### src/hdl/ust_pkg.sv
package ust_pkg;

   // ==========================================================
   // Processor modes and request/answer carriers
   // ==========================================================
   typedef enum logic [1:0] {
      UST_MODE_USER,
      UST_MODE_SUPER,
      UST_MODE_KERNEL
   } ust_mode_t;

   typedef struct packed {
      logic [63:0] vaddr;
      ust_mode_t   mode;
      logic        fetch;
   } ust_req_t;

   typedef struct packed {
      logic [63:0] paddr;
      logic [2:0]  attr;
      logic        addr_err;
      logic        bypass;
      logic        probe;
   } ust_resp_t;

   // ==========================================================
   // Address windows
   // ==========================================================
   localparam logic [63:0] UST_CACHED_LOW_KERNEL_WINDOW_BASE  = 64'hFFFF_FFFF_8000_0000;
   localparam logic [63:0] UST_UNCACHED_LOW_KERNEL_WINDOW_BASE  = 64'hFFFF_FFFF_A000_0000;
   localparam logic [63:0] UST_PROBE_LO    = 64'hFFFF_FFFF_FF20_0000;
   localparam logic [63:0] UST_PROBE_HI    = 64'hFFFF_FFFF_FF3F_FFFF;
   localparam logic [1:0]  UST_XPHYS_QUAD  = 2'h2;
   localparam int          UST_WIN_LSB     = 29;
   localparam int          UST_ATTR_MSB    = 61;
   localparam int          UST_ATTR_LSB    = 59;
   localparam int          UST_XPHYS_TOP   = 58;
   localparam int          UST_SEXT_BIT    = 31;
   localparam logic [2:0]  UST_ATTR_UNCACH = 3'h2;

   // ==========================================================
   // Register map (byte addresses)
   // ==========================================================
   localparam logic [7:0] UST_REG_CFG     = 8'h00;
   localparam logic [7:0] UST_REG_IRQ_ST  = 8'h04;
   localparam logic [7:0] UST_REG_IRQ_MSK = 8'h08;
   localparam logic [7:0] UST_REG_PA_LO   = 8'h0C;
   localparam logic [7:0] UST_REG_PA_HI   = 8'h10;
   localparam logic [7:0] UST_REG_INFO    = 8'h14;

   // Configuration field positions
   localparam int UST_CFG_K0_LSB = 0;
   localparam int UST_CFG_ERL    = 3;
   localparam int UST_CFG_UX     = 4;
   localparam int UST_CFG_KX     = 5;
   localparam int UST_CFG_DM     = 6;
   localparam int UST_CFG_W      = 7;
   localparam logic [6:0] UST_CFG_RST = 7'h03;

   // Interrupt event positions
   localparam int UST_EV_ERR   = 0;
   localparam int UST_EV_PROBE = 1;
   localparam int UST_EV_XPHYS = 2;
   localparam int UST_EV_W     = 3;
   localparam logic [2:0] UST_IRQ_RST = 3'h0;

endpackage : ust_pkg

### src/hdl/ust_translate.sv
`timescale 1ns/1ps
module ust_translate #(
   parameter int PA_W         = 36,
   parameter int SEG_W        = 40,
   parameter bit PROBE_IMPL   = 1'b1,
   parameter bit ERL_KEEP_HI  = 1'b1,
   parameter bit ERL_WIDE     = 1'b1
) (
   input  wire logic           ref_clk_i,
   input  wire logic           rst_n_i,
   input  wire logic           req_valid_i,
   input  wire ust_pkg::ust_req_t req_i,
   output logic                rsp_valid_o,
   output ust_pkg::ust_resp_t  rsp_o,
   input  wire logic           wb_cyc_i,
   input  wire logic           wb_stb_i,
   input  wire logic           wb_we_i,
   input  wire logic [7:0]     wb_adr_i,
   input  wire logic [3:0]     wb_sel_i,
   input  wire logic [31:0]    wb_dat_i,
   output logic [31:0]         wb_dat_o,
   output logic                wb_ack_o,
   output logic                irq_o
);

   // ==========================================================
   // Configuration and status state
   // ==========================================================
   logic [ust_pkg::UST_CFG_W-1:0] cfg_q;
   logic [ust_pkg::UST_EV_W-1:0]  irq_st_q;
   logic [ust_pkg::UST_EV_W-1:0]  irq_msk_q;
   logic                          ack_q;
   logic [31:0]                   dat_q;
   logic                          rsp_valid_q;
   ust_pkg::ust_resp_t            rsp_q;

   logic [2:0] kernel_window_cache_attr;
   logic       error_level_bit;
   logic       user_wide_addr_enable;
   logic       kernel_wide_addr_enable;
   logic       debug_mode_flag;

   assign kernel_window_cache_attr =
      cfg_q[ust_pkg::UST_CFG_K0_LSB +: 3];
   assign error_level_bit         = cfg_q[ust_pkg::UST_CFG_ERL];
   assign user_wide_addr_enable   = cfg_q[ust_pkg::UST_CFG_UX];
   assign kernel_wide_addr_enable = cfg_q[ust_pkg::UST_CFG_KX];
   assign debug_mode_flag         = cfg_q[ust_pkg::UST_CFG_DM];

   // ==========================================================
   // Helpers
   // ==========================================================
   function automatic logic win_hit(input logic [63:0] a,
                                    input logic [63:0] base);
      win_hit = (a[63:ust_pkg::UST_WIN_LSB] ==
                 base[63:ust_pkg::UST_WIN_LSB]);
   endfunction : win_hit

   function automatic logic [63:0] low_mask(input int w);
      low_mask = (64'h1 << w) - 64'h1;
   endfunction : low_mask

   localparam logic [63:0] PA_MASK  = low_mask(PA_W);
   localparam logic [63:0] SEG_MASK = low_mask(SEG_W);
   localparam logic [63:0] W29_MASK = low_mask(ust_pkg::UST_WIN_LSB);
   localparam logic [63:0] W31_MASK = low_mask(ust_pkg::UST_SEXT_BIT);

   // ==========================================================
   // Effective address
   // ==========================================================
   logic [63:0] va;
   logic [63:0] ea;
   logic        is_user;
   logic        is_priv;

   assign va      = req_i.vaddr;
   assign is_user = (req_i.mode == ust_pkg::UST_MODE_USER);
   // Debug mode carries full kernel access
   assign is_priv = (req_i.mode == ust_pkg::UST_MODE_KERNEL) ||
                    debug_mode_flag;

   // Fetches keep their computed address
   always_comb begin
      if (is_user && !debug_mode_flag && !user_wide_addr_enable &&
          !req_i.fetch) begin
         ea = {{32{va[ust_pkg::UST_SEXT_BIT]}}, va[31:0]};
      end else begin
         // Privileged carry out of bit 31 passes through as is
         ea = va;
      end
   end

   // ==========================================================
   // Region decode
   // ==========================================================
   logic in_uncached_low_kernel_window;
   logic in_cached_low_kernel_window;
   logic in_xphys;
   logic in_probe;
   logic in_kuseg;
   logic in_xkuseg;
   logic xphys_hi_err;

   assign in_uncached_low_kernel_window = win_hit(ea, ust_pkg::UST_UNCACHED_LOW_KERNEL_WINDOW_BASE);
   assign in_cached_low_kernel_window = win_hit(ea, ust_pkg::UST_CACHED_LOW_KERNEL_WINDOW_BASE);
   assign in_xphys = (ea[63:62] == ust_pkg::UST_XPHYS_QUAD);
   // Exact bounds, not the whole top kernel segment
   assign in_probe = PROBE_IMPL &&
                     (ea >= ust_pkg::UST_PROBE_LO) &&
                     (ea <= ust_pkg::UST_PROBE_HI);
   assign in_kuseg  = (ea[63:31] == 33'h0_0000_0000);
   assign in_xkuseg = !in_kuseg && ((ea & ~SEG_MASK) == 64'h0);
   assign xphys_hi_err =
      |(ea[ust_pkg::UST_XPHYS_TOP:0] &
        ~PA_MASK[ust_pkg::UST_XPHYS_TOP:0]);

   // ==========================================================
   // Translation
   // ==========================================================
   ust_pkg::ust_resp_t xl;

   always_comb begin
      xl          = '0;
      xl.paddr    = 64'h0;
      xl.attr     = 3'h0;
      xl.addr_err = 1'b0;
      xl.bypass   = 1'b0;
      xl.probe    = 1'b0;
      if (in_probe && debug_mode_flag) begin
         xl.bypass = 1'b1;
         xl.probe  = 1'b1;
         xl.paddr  = ea & PA_MASK;
         xl.attr   = ust_pkg::UST_ATTR_UNCACH;
      end else if (in_uncached_low_kernel_window) begin
         xl.addr_err = !is_priv;
         xl.bypass   = is_priv;
         xl.paddr    = ea & W29_MASK;
         xl.attr     = ust_pkg::UST_ATTR_UNCACH;
      end else if (in_cached_low_kernel_window) begin
         xl.addr_err = !is_priv;
         xl.bypass   = is_priv;
         xl.paddr    = ea & W29_MASK;
         xl.attr     = kernel_window_cache_attr;
      end else if (in_xphys) begin
         if (!is_priv || !kernel_wide_addr_enable ||
             xphys_hi_err) begin
            xl.addr_err = 1'b1;
         end else begin
            xl.bypass = 1'b1;
            xl.paddr  = ea & PA_MASK;
            // Selector bits give encodings 0..7 in order
            xl.attr   = ea[ust_pkg::UST_ATTR_MSB:
                           ust_pkg::UST_ATTR_LSB];
         end
      end else if (in_kuseg && is_priv && error_level_bit) begin
         xl.bypass = 1'b1;
         xl.attr   = ust_pkg::UST_ATTR_UNCACH;
         if (ERL_KEEP_HI) begin
            xl.paddr = ea & W31_MASK;
         end else begin
            xl.paddr = ea & W29_MASK;
         end
      end else if (in_xkuseg && !user_wide_addr_enable) begin
         xl.addr_err = 1'b1;
      end else if (in_xkuseg && ERL_WIDE && is_priv &&
                   error_level_bit) begin
         xl.bypass = 1'b1;
         xl.attr   = ust_pkg::UST_ATTR_UNCACH;
         xl.paddr  = ea & PA_MASK;
      end else if (is_user && !debug_mode_flag && !in_kuseg &&
                   !in_xkuseg) begin
         xl.addr_err = 1'b1;
      end else begin
         // Mapped: left for the TLB, effective address passed on
         xl.paddr = ea;
      end
   end

   // ==========================================================
   // Answer register
   // ==========================================================
   always_ff @(posedge ref_clk_i) begin
      if (!rst_n_i) begin
         rsp_valid_q <= 1'b0;
      end else begin
         rsp_valid_q <= req_valid_i;
      end
   end

   // All answer fields launch from one edge
   always_ff @(posedge ref_clk_i) begin
      if (!rst_n_i) begin
         rsp_q <= '0;
      end else if (req_valid_i) begin
         rsp_q <= xl;
      end
   end

   assign rsp_valid_o = rsp_valid_q;
   assign rsp_o       = rsp_q;

   // ==========================================================
   // Interrupt events
   // ==========================================================
   logic [ust_pkg::UST_EV_W-1:0] ev;
   logic [ust_pkg::UST_EV_W-1:0] w1c;
   logic                         bus_req;
   logic                         bus_wr;

   assign bus_req = wb_cyc_i && wb_stb_i && !ack_q;
   assign bus_wr  = bus_req && wb_we_i;

   assign ev[ust_pkg::UST_EV_ERR]   = rsp_valid_q && rsp_q.addr_err;
   assign ev[ust_pkg::UST_EV_PROBE] = rsp_valid_q && rsp_q.probe;
   assign ev[ust_pkg::UST_EV_XPHYS] = rsp_valid_q && rsp_q.bypass &&
                                      !rsp_q.probe;

   assign w1c = (bus_wr && wb_sel_i[0] &&
                 wb_adr_i == ust_pkg::UST_REG_IRQ_ST) ?
                wb_dat_i[ust_pkg::UST_EV_W-1:0] :
                {ust_pkg::UST_EV_W{1'b0}};

   // A new event wins over a same-cycle clear
   always_ff @(posedge ref_clk_i) begin
      if (!rst_n_i) begin
         irq_st_q <= ust_pkg::UST_IRQ_RST;
      end else begin
         irq_st_q <= (irq_st_q & ~w1c) | ev;
      end
   end

   always_ff @(posedge ref_clk_i) begin
      if (!rst_n_i) begin
         irq_msk_q <= ust_pkg::UST_IRQ_RST;
      end else if (bus_wr && wb_sel_i[0] &&
                   wb_adr_i == ust_pkg::UST_REG_IRQ_MSK) begin
         irq_msk_q <= wb_dat_i[ust_pkg::UST_EV_W-1:0];
      end
   end

   assign irq_o = |(irq_st_q & irq_msk_q);

   // ==========================================================
   // Wishbone slave
   // ==========================================================
   always_ff @(posedge ref_clk_i) begin
      if (!rst_n_i) begin
         cfg_q <= ust_pkg::UST_CFG_RST;
      end else if (bus_wr && wb_sel_i[0] &&
                   wb_adr_i == ust_pkg::UST_REG_CFG) begin
         cfg_q <= wb_dat_i[ust_pkg::UST_CFG_W-1:0];
      end
   end

   always_ff @(posedge ref_clk_i) begin
      if (!rst_n_i) begin
         ack_q <= 1'b0;
      end else begin
         ack_q <= bus_req;
      end
   end

   logic [31:0] rd_d;

   always_comb begin
      rd_d = 32'h0000_0000;
      if (wb_adr_i == ust_pkg::UST_REG_CFG) begin
         rd_d[ust_pkg::UST_CFG_W-1:0] = cfg_q;
      end else if (wb_adr_i == ust_pkg::UST_REG_IRQ_ST) begin
         rd_d[ust_pkg::UST_EV_W-1:0] = irq_st_q;
      end else if (wb_adr_i == ust_pkg::UST_REG_IRQ_MSK) begin
         rd_d[ust_pkg::UST_EV_W-1:0] = irq_msk_q;
      end else if (wb_adr_i == ust_pkg::UST_REG_PA_LO) begin
         rd_d = rsp_q.paddr[31:0];
      end else if (wb_adr_i == ust_pkg::UST_REG_PA_HI) begin
         rd_d = rsp_q.paddr[63:32];
      end else if (wb_adr_i == ust_pkg::UST_REG_INFO) begin
         rd_d[5:0] = {rsp_q.probe, rsp_q.bypass,
                      rsp_q.addr_err, rsp_q.attr};
      end
   end

   always_ff @(posedge ref_clk_i) begin
      if (!rst_n_i) begin
         dat_q <= 32'h0000_0000;
      end else if (bus_req && !wb_we_i) begin
         dat_q <= rd_d;
      end
   end

   assign wb_ack_o = ack_q;
   assign wb_dat_o = dat_q;

endmodule : ust_translate

### config.mk
export PLATFORM = sky130hd
export DESIGN_NAME = ust_translate
export DESIGN_NICKNAME = d
export VERILOG_FILES = /design/src/hdl/ust_pkg.sv /design/src/hdl/ust_translate.sv
export SDC_FILE = /design/constraint.sdc
export NUM_CORES = 1
export LEC_CHECK = 0
export BUFFER_PORTS_ARGS = -buffer_cell sky130_fd_sc_hd__clkbuf_2
export CAP_MARGIN = 20
export CORE_ASPECT_RATIO = 0.75
export CORE_MARGIN = 3
export CORE_UTILIZATION = 43
export CTS_CLUSTER_SIZE = 28
export DETAILED_ROUTE_END_ITERATION = 10
export GPL_TIMING_DRIVEN = 0
export PLACE_DENSITY_LB_ADDON = 0.15
export SYNTH_ARGS = -nofsm -noshare
export SYNTH_HDL_FRONTEND = slang
export SYNTH_SLANG_ARGS = --single-unit
### constraint.sdc
create_clock -name ref_clk_i -period 3.6 [get_ports ref_clk_i]
set_clock_uncertainty 0.1 [all_clocks]
set_input_delay 0.54 -clock ref_clk_i [delete_from_list [all_inputs] [get_ports ref_clk_i]]
set_output_delay 0.54 -clock ref_clk_i [all_outputs]
set_load 0.01 [all_outputs]
==> impl_metrics.csv, run 1 <==
group,metric,value,unit
synthesis,synth.avg_cell_area,8.74,µm²
final_layout,n_antenna_cell,0,
detailed_routing,routedWlPerCell,21.1,µm
power,switchingPower,0.000893,W
clocking,postCtsSetupBuffers,0,
synthesis,syn_nets,745,
power,p_leak,3.27,nW
clocking,cts.repair.resized,0,
clocking,tritoncts,"done",
synthesis,async_flop_share,0,%
worst_setup_path,slowest_delay,0.61,ns
power,swShare,26.0,%
floorplan,die-width,136,µm
detailed_routing,drt_iter0_markers,610,
worst_setup_path,crit_type,"primary input to register",
synthesis,yosysWarnings,0,
grt,grt.overflow.total,0,
clocking,clkLatencyLatePin,0.41,ns
clocking,htreeDepth,4,
floorplan,die_area,14200,µm²
sta,fmax,322,MHz
synthesis,syn-instance-count,628,
synthesis,yosys_register_bits,117,
worst_setup_path,regToRegSetupSlack,0.58,ns
sta,setup_ws,0.499,ns
synthesis,synth_area_leaders,"dfxtp_1, a21oi_1, a22o_1",
detailed_routing,drc,0,
synthesis,seq_area_frac_synth,42.7,%
power,p_per_area,477,nW/µm²
power,peakVddDrop,0.000371,V
placement,place_ws,0.135,ns
clocking,cts-root-buf,"clkbuf_16",
detailed_routing,ant_nets,0,
hold_path,holdPathEnd,"cfg_q[4]$_SDFFE_PN0P_",
worst_setup_path,arrival,3.33,ns
clocking,ctsLongestPathBuffers,2,
detailed_routing,num_vias,6124,
final_layout,final_common_cell,"clkbuf_2",
synthesis,synth_edf_count,0,
clocking,clk_pin_slew,0.06,ns
hold_path,min_from,"wb_dat_i[4]",
synthesis,netlist_area,5490,µm²
power,pwr-share-comb,11.6,%
final_layout,final_cell_mix,"clkbuf_2, dfxtp_1, a21oi_1, nor2_1, nand2_1",
worst_setup_path,crit_path_start_kind,"primary input",
floorplan,ios,222,
grt,track_usage,29.8,%
grt,grt_pass1_wl,32500,µm
final_layout,nNetsFinal,954,
final_layout,area_growth,31.3,%
detailed_routing,dr.pass1.iters,7,
final_layout,drive_gt1_share,28.4,%
detailed_routing,wirelength,21400,µm
worst_setup_path,end_kind,"register",
sta,hold_viol,0,
outcome,status,"complete, no violations",
clocking,hold_buffers,0,
hold_path,worst_hold_path_type,"primary input to register",
sta,relSlewSlack,39.2,%
worst_setup_path,slowest_stage,"nor4b_1",
sta,slew_violations,0,
sta,fin_crit_sh,86.1,%
worst_setup_path,worst_ep_required_time,3.83,ns
floorplan,initial_core_util,44.3,%
sta,setup_violations,0,
sta,worstMarginPinSlew,0.904,ns
power,p_int,0.00254,W
grt,grt_max_degree,17,
worst_setup_path,crit_chain,"clkbuf_2 > or4_1 > nor4b_1 > and2_1 > buf_2 > buf_1 > a22oi_1 > a211oi_1",
placement,gp_congestion,0.895,
synthesis,synth_top_area_share,42.7,%
clocking,cts-buffers-inserted,17,
sta,finalSetupTns,0,ns
placement,port-buffer-count,190,
hold_path,hold_path_depth,3,
synthesis,synth_top_area_cell,"dfxtp_1",
flow_run,cap_violations,0,
synthesis,synthFlopType,"dfxtp_1",
worst_setup_path,timing.rr.start,"cfg_q[6]$_SDFFE_PN0P_",
grt,grt_pass1_vias,5867,
sta,rsz0062_at_grt,"no",
synthesis,ys_types,50,
placement,dpl.hpwl,16300,µm
worst_setup_path,rr_endpoint,"rsp_o[8]$_SDFFE_PN0P_",
floorplan,fp.coreArea,12400,µm²
clocking,cts_num_sinks,117,
detailed_routing,viasPerCell,6.03,
grt,antenna_found_initial,1,
sta,fin_crit,3.10,ns
power,clkPwrFrac,47.5,%
floorplan,rows,35,
worst_setup_path,ff2ff_path_depth,7,
worst_setup_path,critical_path.max_fanout,10,
power,p_seq_share,40.9,%
floorplan,die_y,104,µm
==> synth_stat cells (all sizes together), types with 3 or more instances <==
library cell / instances
nor3: 10
a22oi: 25
a32o: 5
a22o: 31
or4: 9
nor2b: 3
nor2: 54
a21o: 31
dfxtp: 117
a31oi: 7
clkbuf: 43
a222oi: 5
mux2i: 9
a211o: 29
a211oi: 30
inv: 9
nand3: 7
buf: 12
a21oi: 78
nand2: 50
nand2b: 4
o21ai: 16
nor4: 3
nand4: 12
or3: 4
==> critical path: cells and delay by family <==
family | cells | cell delay [ns]
simple gates | 3 | 1.44
buf+inv | 3 | 0.87
compound gates | 2 | 0.47
==> cell type report <==
class                           count  area [µm²]
Tap cell                          166         208
Timing Repair Buffer              190         951
Inverter                           11        41.3
Clock inverter                     10         108
Clock buffer                       21         450
Sequential cell                   117        2340
Fill cell                        1186        5180
Buffer                             55         256
Multi-Input combinational cell    445        2850
==> worst max-delay path by stage <==
stage / from / to / slack (ns) / cells after the start
6_report: wb_adr_i[0] / wb_dat_o[25]$_SDFFE_PN0P_ / 0.50 / 8
5_1_grt: wb_adr_i[0] / wb_dat_o[25]$_SDFFE_PN0P_ / 0.37 / 8
4_1_cts: wb_adr_i[0] / wb_dat_o[25]$_SDFFE_PN0P_ / 0.55 / 8
3_5_place_dp: wb_adr_i[0] / wb_dat_o[25]$_SDFFE_PN0P_ / 0.14 / 8
3_3_place_gp: wb_adr_i[0] / wb_dat_o[25]$_SDFFE_PN0P_ / 0.20 / 8
2_1_floorplan: req_i[66] / rsp_o[49]$_SDFFE_PN0P_ / 0.79 / 7
==> routing by layer <==
layer  up-vias  wire [µm]  GRT usage, %
li1       2805          -             -
met1      2896       9420          43.6
met2       394       9040          43.2
met3        27       2700          8.22
met4         2        270          7.48
met5         -         17             0
==> logic make-up after synthesis <==
group           share of synthesized area, %
simple gates                            14.5
compound gates                          35.6
mux                                     1.87
buf+inv                                 5.42
flops                                   42.7
==> power by group through the flow <==
stage	Clock (W)	Sequential (W)	Combinational, W
after CTS	0.00163	0.00140	0.000393
final	0.00163	0.00141	0.000397
after detailed placement	0	0.00143	0.000390
after global routing	0.00169	0.00141	0.000429
after global placement	0	0.00143	0.000382
after floorplan	0	0.00145	0.000181
==> state kept, by name, indices dropped and copies added, names as in the netlist <==
register	flops
irq_st_q	3
wb_dat_o	32
rsp_valid_o	1
cfg_q	7
rsp_o	70
wb_ack_o	1
irq_msk_q	3
==> through the flow <==
stage / utilization [%] / std cells / hold slack, ns / power, W / area [µm²]
2_1_floorplan: - / 628 / 0.362 / 0.00163 / 5490
6_report: 58.2 / 1015 / 0.268 / 0.00343 / 7210
5_1_grt: 58.2 / 1015 / 0.279 / 0.00353 / 7210
4_1_cts: 58.2 / 1015 / 0.262 / 0.00343 / 7210
3_5_place_dp: 53.7 / 984 / 0.366 / 0.00182 / 6650
3_3_place_gp: 53.7 / 984 / 0.359 / 0.00181 / 6650
Note: power is estimated with default switching activity, not from simulation.
==> inputs of run 2 (changes only) <==
--- a/config.mk
+++ b/config.mk
@@ -5,6 +5,7 @@
 export SDC_FILE = /design/constraint.sdc
 export NUM_CORES = 1
 export LEC_CHECK = 0
+export ABC_AREA = 1
 export BUFFER_PORTS_ARGS = -buffer_cell sky130_fd_sc_hd__clkbuf_2
 export CAP_MARGIN = 20
 export CORE_ASPECT_RATIO = 0.75
==> impl_metrics.csv, run 2 <==
group,metric,value,unit
clocking,clkLatencyLatePin,0.41,ns
grt,grt_pass1_vias,6361,
clocking,cts.repair.resized,0,
worst_setup_path,crit_path_start_kind,"register",
grt,track_usage,28.1,%
clocking,hold_buffers,0,
synthesis,synth_top_area_share,38.1,%
placement,placed_area,7320,µm²
placement,port-buffer-count,191,
placement,gp_congestion,0.958,
floorplan,die-width,144,µm
clocking,cts-root-buf,"clkbuf_16",
flow_run,cap_violations,0,
synthesis,synthFlopType,"dfxtp_1",
synthesis,synth_commonest_cells,"nand2_1, dfxtp_1, nor2_1, inv_1, a21oi_1",
hold_path,worst_hold_path_type,"primary input to register",
clocking,cts_num_sinks,117,
sta,relSlewSlack,48.7,%
floorplan,die_y,110,µm
worst_setup_path,setup.worst_path.start,"cfg_q[6]$_SDFFE_PN0P_",
grt,grt_max_degree,17,
sta,setup_ws,0.741,ns
sta,fin_crit_sh,79.4,%
sta,setup_violations,0,
final_layout,register_area,2340,µm²
hold_path,min_from,"wb_dat_i[5]",
placement,place_ws,0.652,ns
detailed_routing,drt_iter0_markers,554,
power,p_per_area,422,nW/µm²
floorplan,die_area,15800,µm²
final_layout,multi_input_area,3350,µm²
sta,finalSetupTns,0,ns
synthesis,yosys_register_bits,117,
detailed_routing,wirelength,22200,µm
floorplan,fp.coreArea,13800,µm²
power,switchingPower,0.000954,W
power,pwr-share-comb,12.4,%
floorplan,rows,37,
synthesis,synth_most_common_cell,"nand2_1",
detailed_routing,num_vias,6981,
power,swShare,28.8,%
synthesis,syn-instance-count,973,
worst_setup_path,end_kind,"register",
synthesis,seq_area_frac_synth,38.1,%
power,p_seq_share,41.7,%
worst_setup_path,ff2ff_path_depth,14,
power,p_int,0.00236,W
clocking,htreeDepth,4,
placement,dpl.hpwl,17900,µm
power,clkPwrFrac,45.9,%
final_layout,nNetsFinal,1300,
detailed_routing,viasPerCell,5.10,
detailed_routing,drc,0,
synthesis,synth_edf_count,0,
worst_setup_path,crit_type,"register to register",
sta,worstMarginPinSlew,0.769,ns
detailed_routing,ant_nets,0,
sta,rsz0062_at_grt,"no",
worst_setup_path,timing.rr.start,"cfg_q[6]$_SDFFE_PN0P_",
worst_setup_path,worst_ep_required_time,3.79,ns
worst_setup_path,critical_path.max_fanout,10,
clocking,postCtsSetupBuffers,0,
final_layout,drive_gt1_share,23.2,%
synthesis,ys_types,35,
final_layout,n_antenna_cell,0,
synthesis,synth_area_leaders,"dfxtp_1, nand2_1, nor2_1",
grt,grt.overflow.total,0,
final_layout,fin_area,7850,µm²
power,p_leak,4.02,nW
synthesis,yosysWarnings,0,
hold_path,hold_path_depth,3,
floorplan,initial_core_util,44.4,%
clocking,clk_pin_slew,0.06,ns
final_layout,n_fill_cell,1418,
detailed_routing,dr.pass1.iters,5,
clocking,cts-buffers-inserted,17,
final_layout,largest_register_ffs,70,
worst_setup_path,arrival,3.05,ns
grt,grt_pass1_wl,33900,µm
final_layout,area_growth,27.8,%
synthesis,async_flop_share,0,%
sta,fin_crit,2.86,ns
power,peakVddDrop,0.000312,V
synthesis,netlist_area,6140,µm²
final_layout,final_common_cell,"nand2_1",
outcome,status,"complete, no violations",
floorplan,ios,222,
sta,slew_violations,0,
grt,antenna_found_initial,0,
clocking,tritoncts,"done",
synthesis,syn_nets,1090,
clocking,ctsLongestPathBuffers,2,
sta,hold_viol,0,
synthesis,synth.avg_cell_area,6.31,µm²
synthesis,synth_top_area_cell,"dfxtp_1",
detailed_routing,routedWlPerCell,16.2,µm
sta,fmax,350,MHz
final_layout,final_cell_mix,"nand2_1, clkbuf_2, dfxtp_1, nor2_1, inv_1",
power,p_total,0.00331,W
run 2: cell types whose count changed in the layout (fill, tap and decap cells not counted), sizes merged, moves of 27 or more:
cell and delta:
nand2 +413, nand3 +57, nor2 +49, inv +48
a21o -31, a211o -29, a211oi -27, a21oi -27
run 2: critical path: stages (launching register included):
cell and delay [ns]:
dfxtp_1 0.41, nor2_4 0.19, nand4_2 0.22, buf_2 0.27
nand2_1 0.23, nand2_1 0.08, nor2_1 0.18, nand2_1 0.09
nor2_1 0.13, nand3_1 0.21, nand2_1 0.16, nor2_1 0.06
nand3_2 0.10, buf_4 0.22, a21oi_1 0.08
run 2: stage by stage:
step                instances  hold WS, ns  utilization, %
CTS                      1370        0.254            56.7
global placement         1339        0.355            52.9
finish                   1370        0.257            56.7
global route             1370        0.263            56.7
detailed placement       1339        0.357            52.9
floorplan                 973        0.345               -
run 2: logic make-up (layout without fill, tap and decap cells):
group                  count (synthesis)  in the layout  share of synthesized area [%]
DFF                                  117            117                           38.1
AOI/OAI and AO/OA                    100            100                           9.11
buffers and inverters                100            322                           7.27
and+or+nand+nor                      656            656                           45.5
run 2: power by group through the flow:
stage	sequential, W	clock (W)	combinational (W)
2_1_floorplan	0.00141	0	0.000214
3_3_place_gp	0.00141	0	0.000407
3_5_place_dp	0.00141	0	0.000406
4_1_cts	0.00138	0.00153	0.000408
5_1_grt	0.00138	0.00160	0.000457
6_report	0.00138	0.00152	0.000411
run 2: per-layer routing:
metal  global-route usage (%)  share of wire, %
met1                     40.4                46
met2                     42.3                42
met3                     6.87               9.5
met4                     7.33               1.7
met5                        0                 0
run 2: final timing paths:
| kind | to | slack (ns) |
|---|---|---|
| max reg2reg | rsp_o[2]$_SDFFE_PN0P_ | 0.74 |
| min | cfg_q[5]$_SDFFE_PN0P_ | 0.26 |
| max | rsp_o[2]$_SDFFE_PN0P_ | 0.74 |
| min reg2reg | wb_dat_o[14]$_SDFFE_PN0P_ | 0.36 |
run 2: cell type report:
| type | instances | share of cell area [%] |
|---|---|---|
| clock inverter | 14 | 1.36 |
| tap | 175 | 2.79 |
| multi-input combinational | 756 | 42.7 |
| clock buffer | 17 | 5.42 |
| inverter | 54 | 2.61 |
| timing repair buffer | 191 | 12.2 |
| buffer | 46 | 3.08 |
| sequential | 117 | 29.8 |
==> inputs of run 3 (changes only) <==
==> constraint.sdc (replaced) <==
create_clock -name ref_clk_i -period 2.9 [get_ports ref_clk_i]
set_clock_uncertainty 0.1 [all_clocks]
set_input_delay 0.435 -clock ref_clk_i [delete_from_list [all_inputs] [get_ports ref_clk_i]]
set_output_delay 0.435 -clock ref_clk_i [all_outputs]
set_load 0.01 [all_outputs]
==> impl_metrics.csv, run 3 (synthesis gave the netlist of run 2 again) <==
group,metric,value,unit
outcome,status,"complete, no violations",
power,p_seq_share,41.7,%
final_layout,area_growth,28.3,%
sta,setup_violations,0,
clocking,cts_num_sinks,117,
final_layout,drive_gt1_share,23.7,%
floorplan,rows,37,
detailed_routing,drc,0,
grt,track_usage,28.1,%
sta,hold_viol,0,
clocking,cts-buffers-inserted,17,
floorplan,die_area,15800,µm²
power,peakVddDrop,0.000388,V
worst_setup_path,crit_type,"register to register",
flow_run,cap_violations,0,
final_layout,final_cell_mix,"nand2_1, clkbuf_2, dfxtp_1, nor2_1, inv_1",
clocking,htreeDepth,4,
placement,gp_congestion,0.958,
power,swShare,28.8,%
sta,slew_violations,0,
final_layout,final_common_cell,"nand2_1",
power,p_int,0.00292,W
clocking,tritoncts,"done",
worst_setup_path,end_kind,"register",
sta,worstMarginPinSlew,0.694,ns
hold_path,min_from,"wb_dat_i[5]",
sta,fmax,365,MHz
grt,grt_pass1_vias,6361,
grt,grt.overflow.total,0,
grt,grt_max_degree,17,
detailed_routing,dr.pass1.iters,6,
hold_path,worst_hold_path_type,"primary input to register",
detailed_routing,viasPerCell,5.05,
clocking,hold_buffers,0,
floorplan,die-width,144,µm
detailed_routing,num_vias,6925,
grt,grt_use_met1,40.4,%
final_layout,nNetsFinal,1300,
worst_setup_path,crit_path_start_kind,"register",
grt,grt_pass1_wl,33900,µm
sta,rsz0062_at_grt,"no",
floorplan,fp.coreArea,13800,µm²
placement,port-buffer-count,191,
placement,dpl.hpwl,17900,µm
grt,grt-busiest-layer,"met2",
sta,fin_crit_sh,94.3,%
final_layout,n_antenna_cell,0,
worst_setup_path,timing.rr.start,"cfg_q[4]$_SDFFE_PN0P_",
floorplan,die_y,110,µm
final_layout,largest_register_ffs,70,
floorplan,ios,222,
detailed_routing,routedWlPerCell,16.2,µm
grt,antenna_found_initial,0,
power,p_leak,4.02,nW
floorplan,initial_core_util,44.4,%
clocking,ctsLongestPathBuffers,2,
detailed_routing,ant_nets,0,
power,pwr-share-comb,12.5,%
power,p_per_area,521,nW/µm²
sta,relSlewSlack,53.7,%
grt,grt_util_met3,6.87,%
sta,whs,0.150,ns
detailed_routing,wirelength,22200,µm
power,switchingPower,0.00118,W
clocking,clk_pin_slew,0.06,ns
clocking,clkLatencyLatePin,0.41,ns
worst_setup_path,arrival,2.92,ns
worst_setup_path,critical_path.max_fanout,10,
power,clkPwrFrac,45.9,%
sta,fin_crit,2.74,ns
detailed_routing,drt_iter0_markers,589,
worst_setup_path,setup.worst_path.start,"cfg_q[4]$_SDFFE_PN0P_",
worst_setup_path,worst_ep_required_time,3.09,ns
power,p_total,0.00411,W
clocking,cts-root-buf,"clkbuf_16",
grt,grt_use_met2,42.3,%
sta,finalSetupTns,0,ns
## run 3: final timing paths
| path | endpoint | slack [ns] | depth (start not counted) |
|---|---|---|---|
| setup / recovery | rsp_o[2]$_SDFFE_PN0P_ | 0.16 | 14 |
| hold reg to reg | wb_dat_o[14]$_SDFFE_PN0P_ | 0.36 | 2 |
| setup reg to reg | rsp_o[2]$_SDFFE_PN0P_ | 0.16 | 14 |
| hold / removal | cfg_q[5]$_SDFFE_PN0P_ | 0.15 | 3 |
## run 3: power groups by stage
stage	clock [W]	sequential, W	combinational, W
after CTS	0.00190	0.00171	0.000507
after global placement	0	0.00175	0.000505
after floorplan	0	0.00175	0.000265
final	0.00188	0.00171	0.000512
after detailed placement	0	0.00175	0.000505
after global routing	0.00199	0.00172	0.000570
## run 3: timing repair
action                     4_1_cts  5_1_grt
setup buffers                    0        0
setup endpoints to repair        0       46
resized for setup                0        8
## run 3: metrics by stage
step	cells	utilization [%]	cell area (µm²)	setup WS, ns
6_report	1370	56.9	7880	0.164
5_1_grt	1370	56.9	7880	0.0290
4_1_cts	1370	56.7	7850	0.137
3_5_place_dp	1339	52.9	7320	0.0573
3_3_place_gp	1339	52.9	7320	0.0759
2_1_floorplan	973	-	6140	0.693
## run 3: per-layer routing
layer	part of all wire [%]	up-vias
met5	0	-
met4	1.6	0
met3	9.4	21
met2	43	284
met1	46	3124
li1	-	3496
## run 3: layout make-up
type                            instances  area (µm²)
Sequential cell                       117        2340
Timing Repair Buffer                  191         956
Buffer                                 46         241
Clock buffer                           17         425
Fill cell                            1411        5960
Tap cell                              175         219
Inverter                               54         205
Multi-Input combinational cell        756        3380
Clock inverter                         14         106
## run 3: worst max-delay path: stages (launching register included)
cell,delay [ns]
dfxtp_2,0.35
nor2_2,0.19
nand4_4,0.18
buf_2,0.24
nand2_1,0.24
nand2_1,0.08
nor2_1,0.18
nand2_1,0.09
nor2_1,0.13
nand3_1,0.22
nand2_1,0.16
nor2_1,0.06
nand3_2,0.10
buf_4,0.22
a21oi_1,0.08
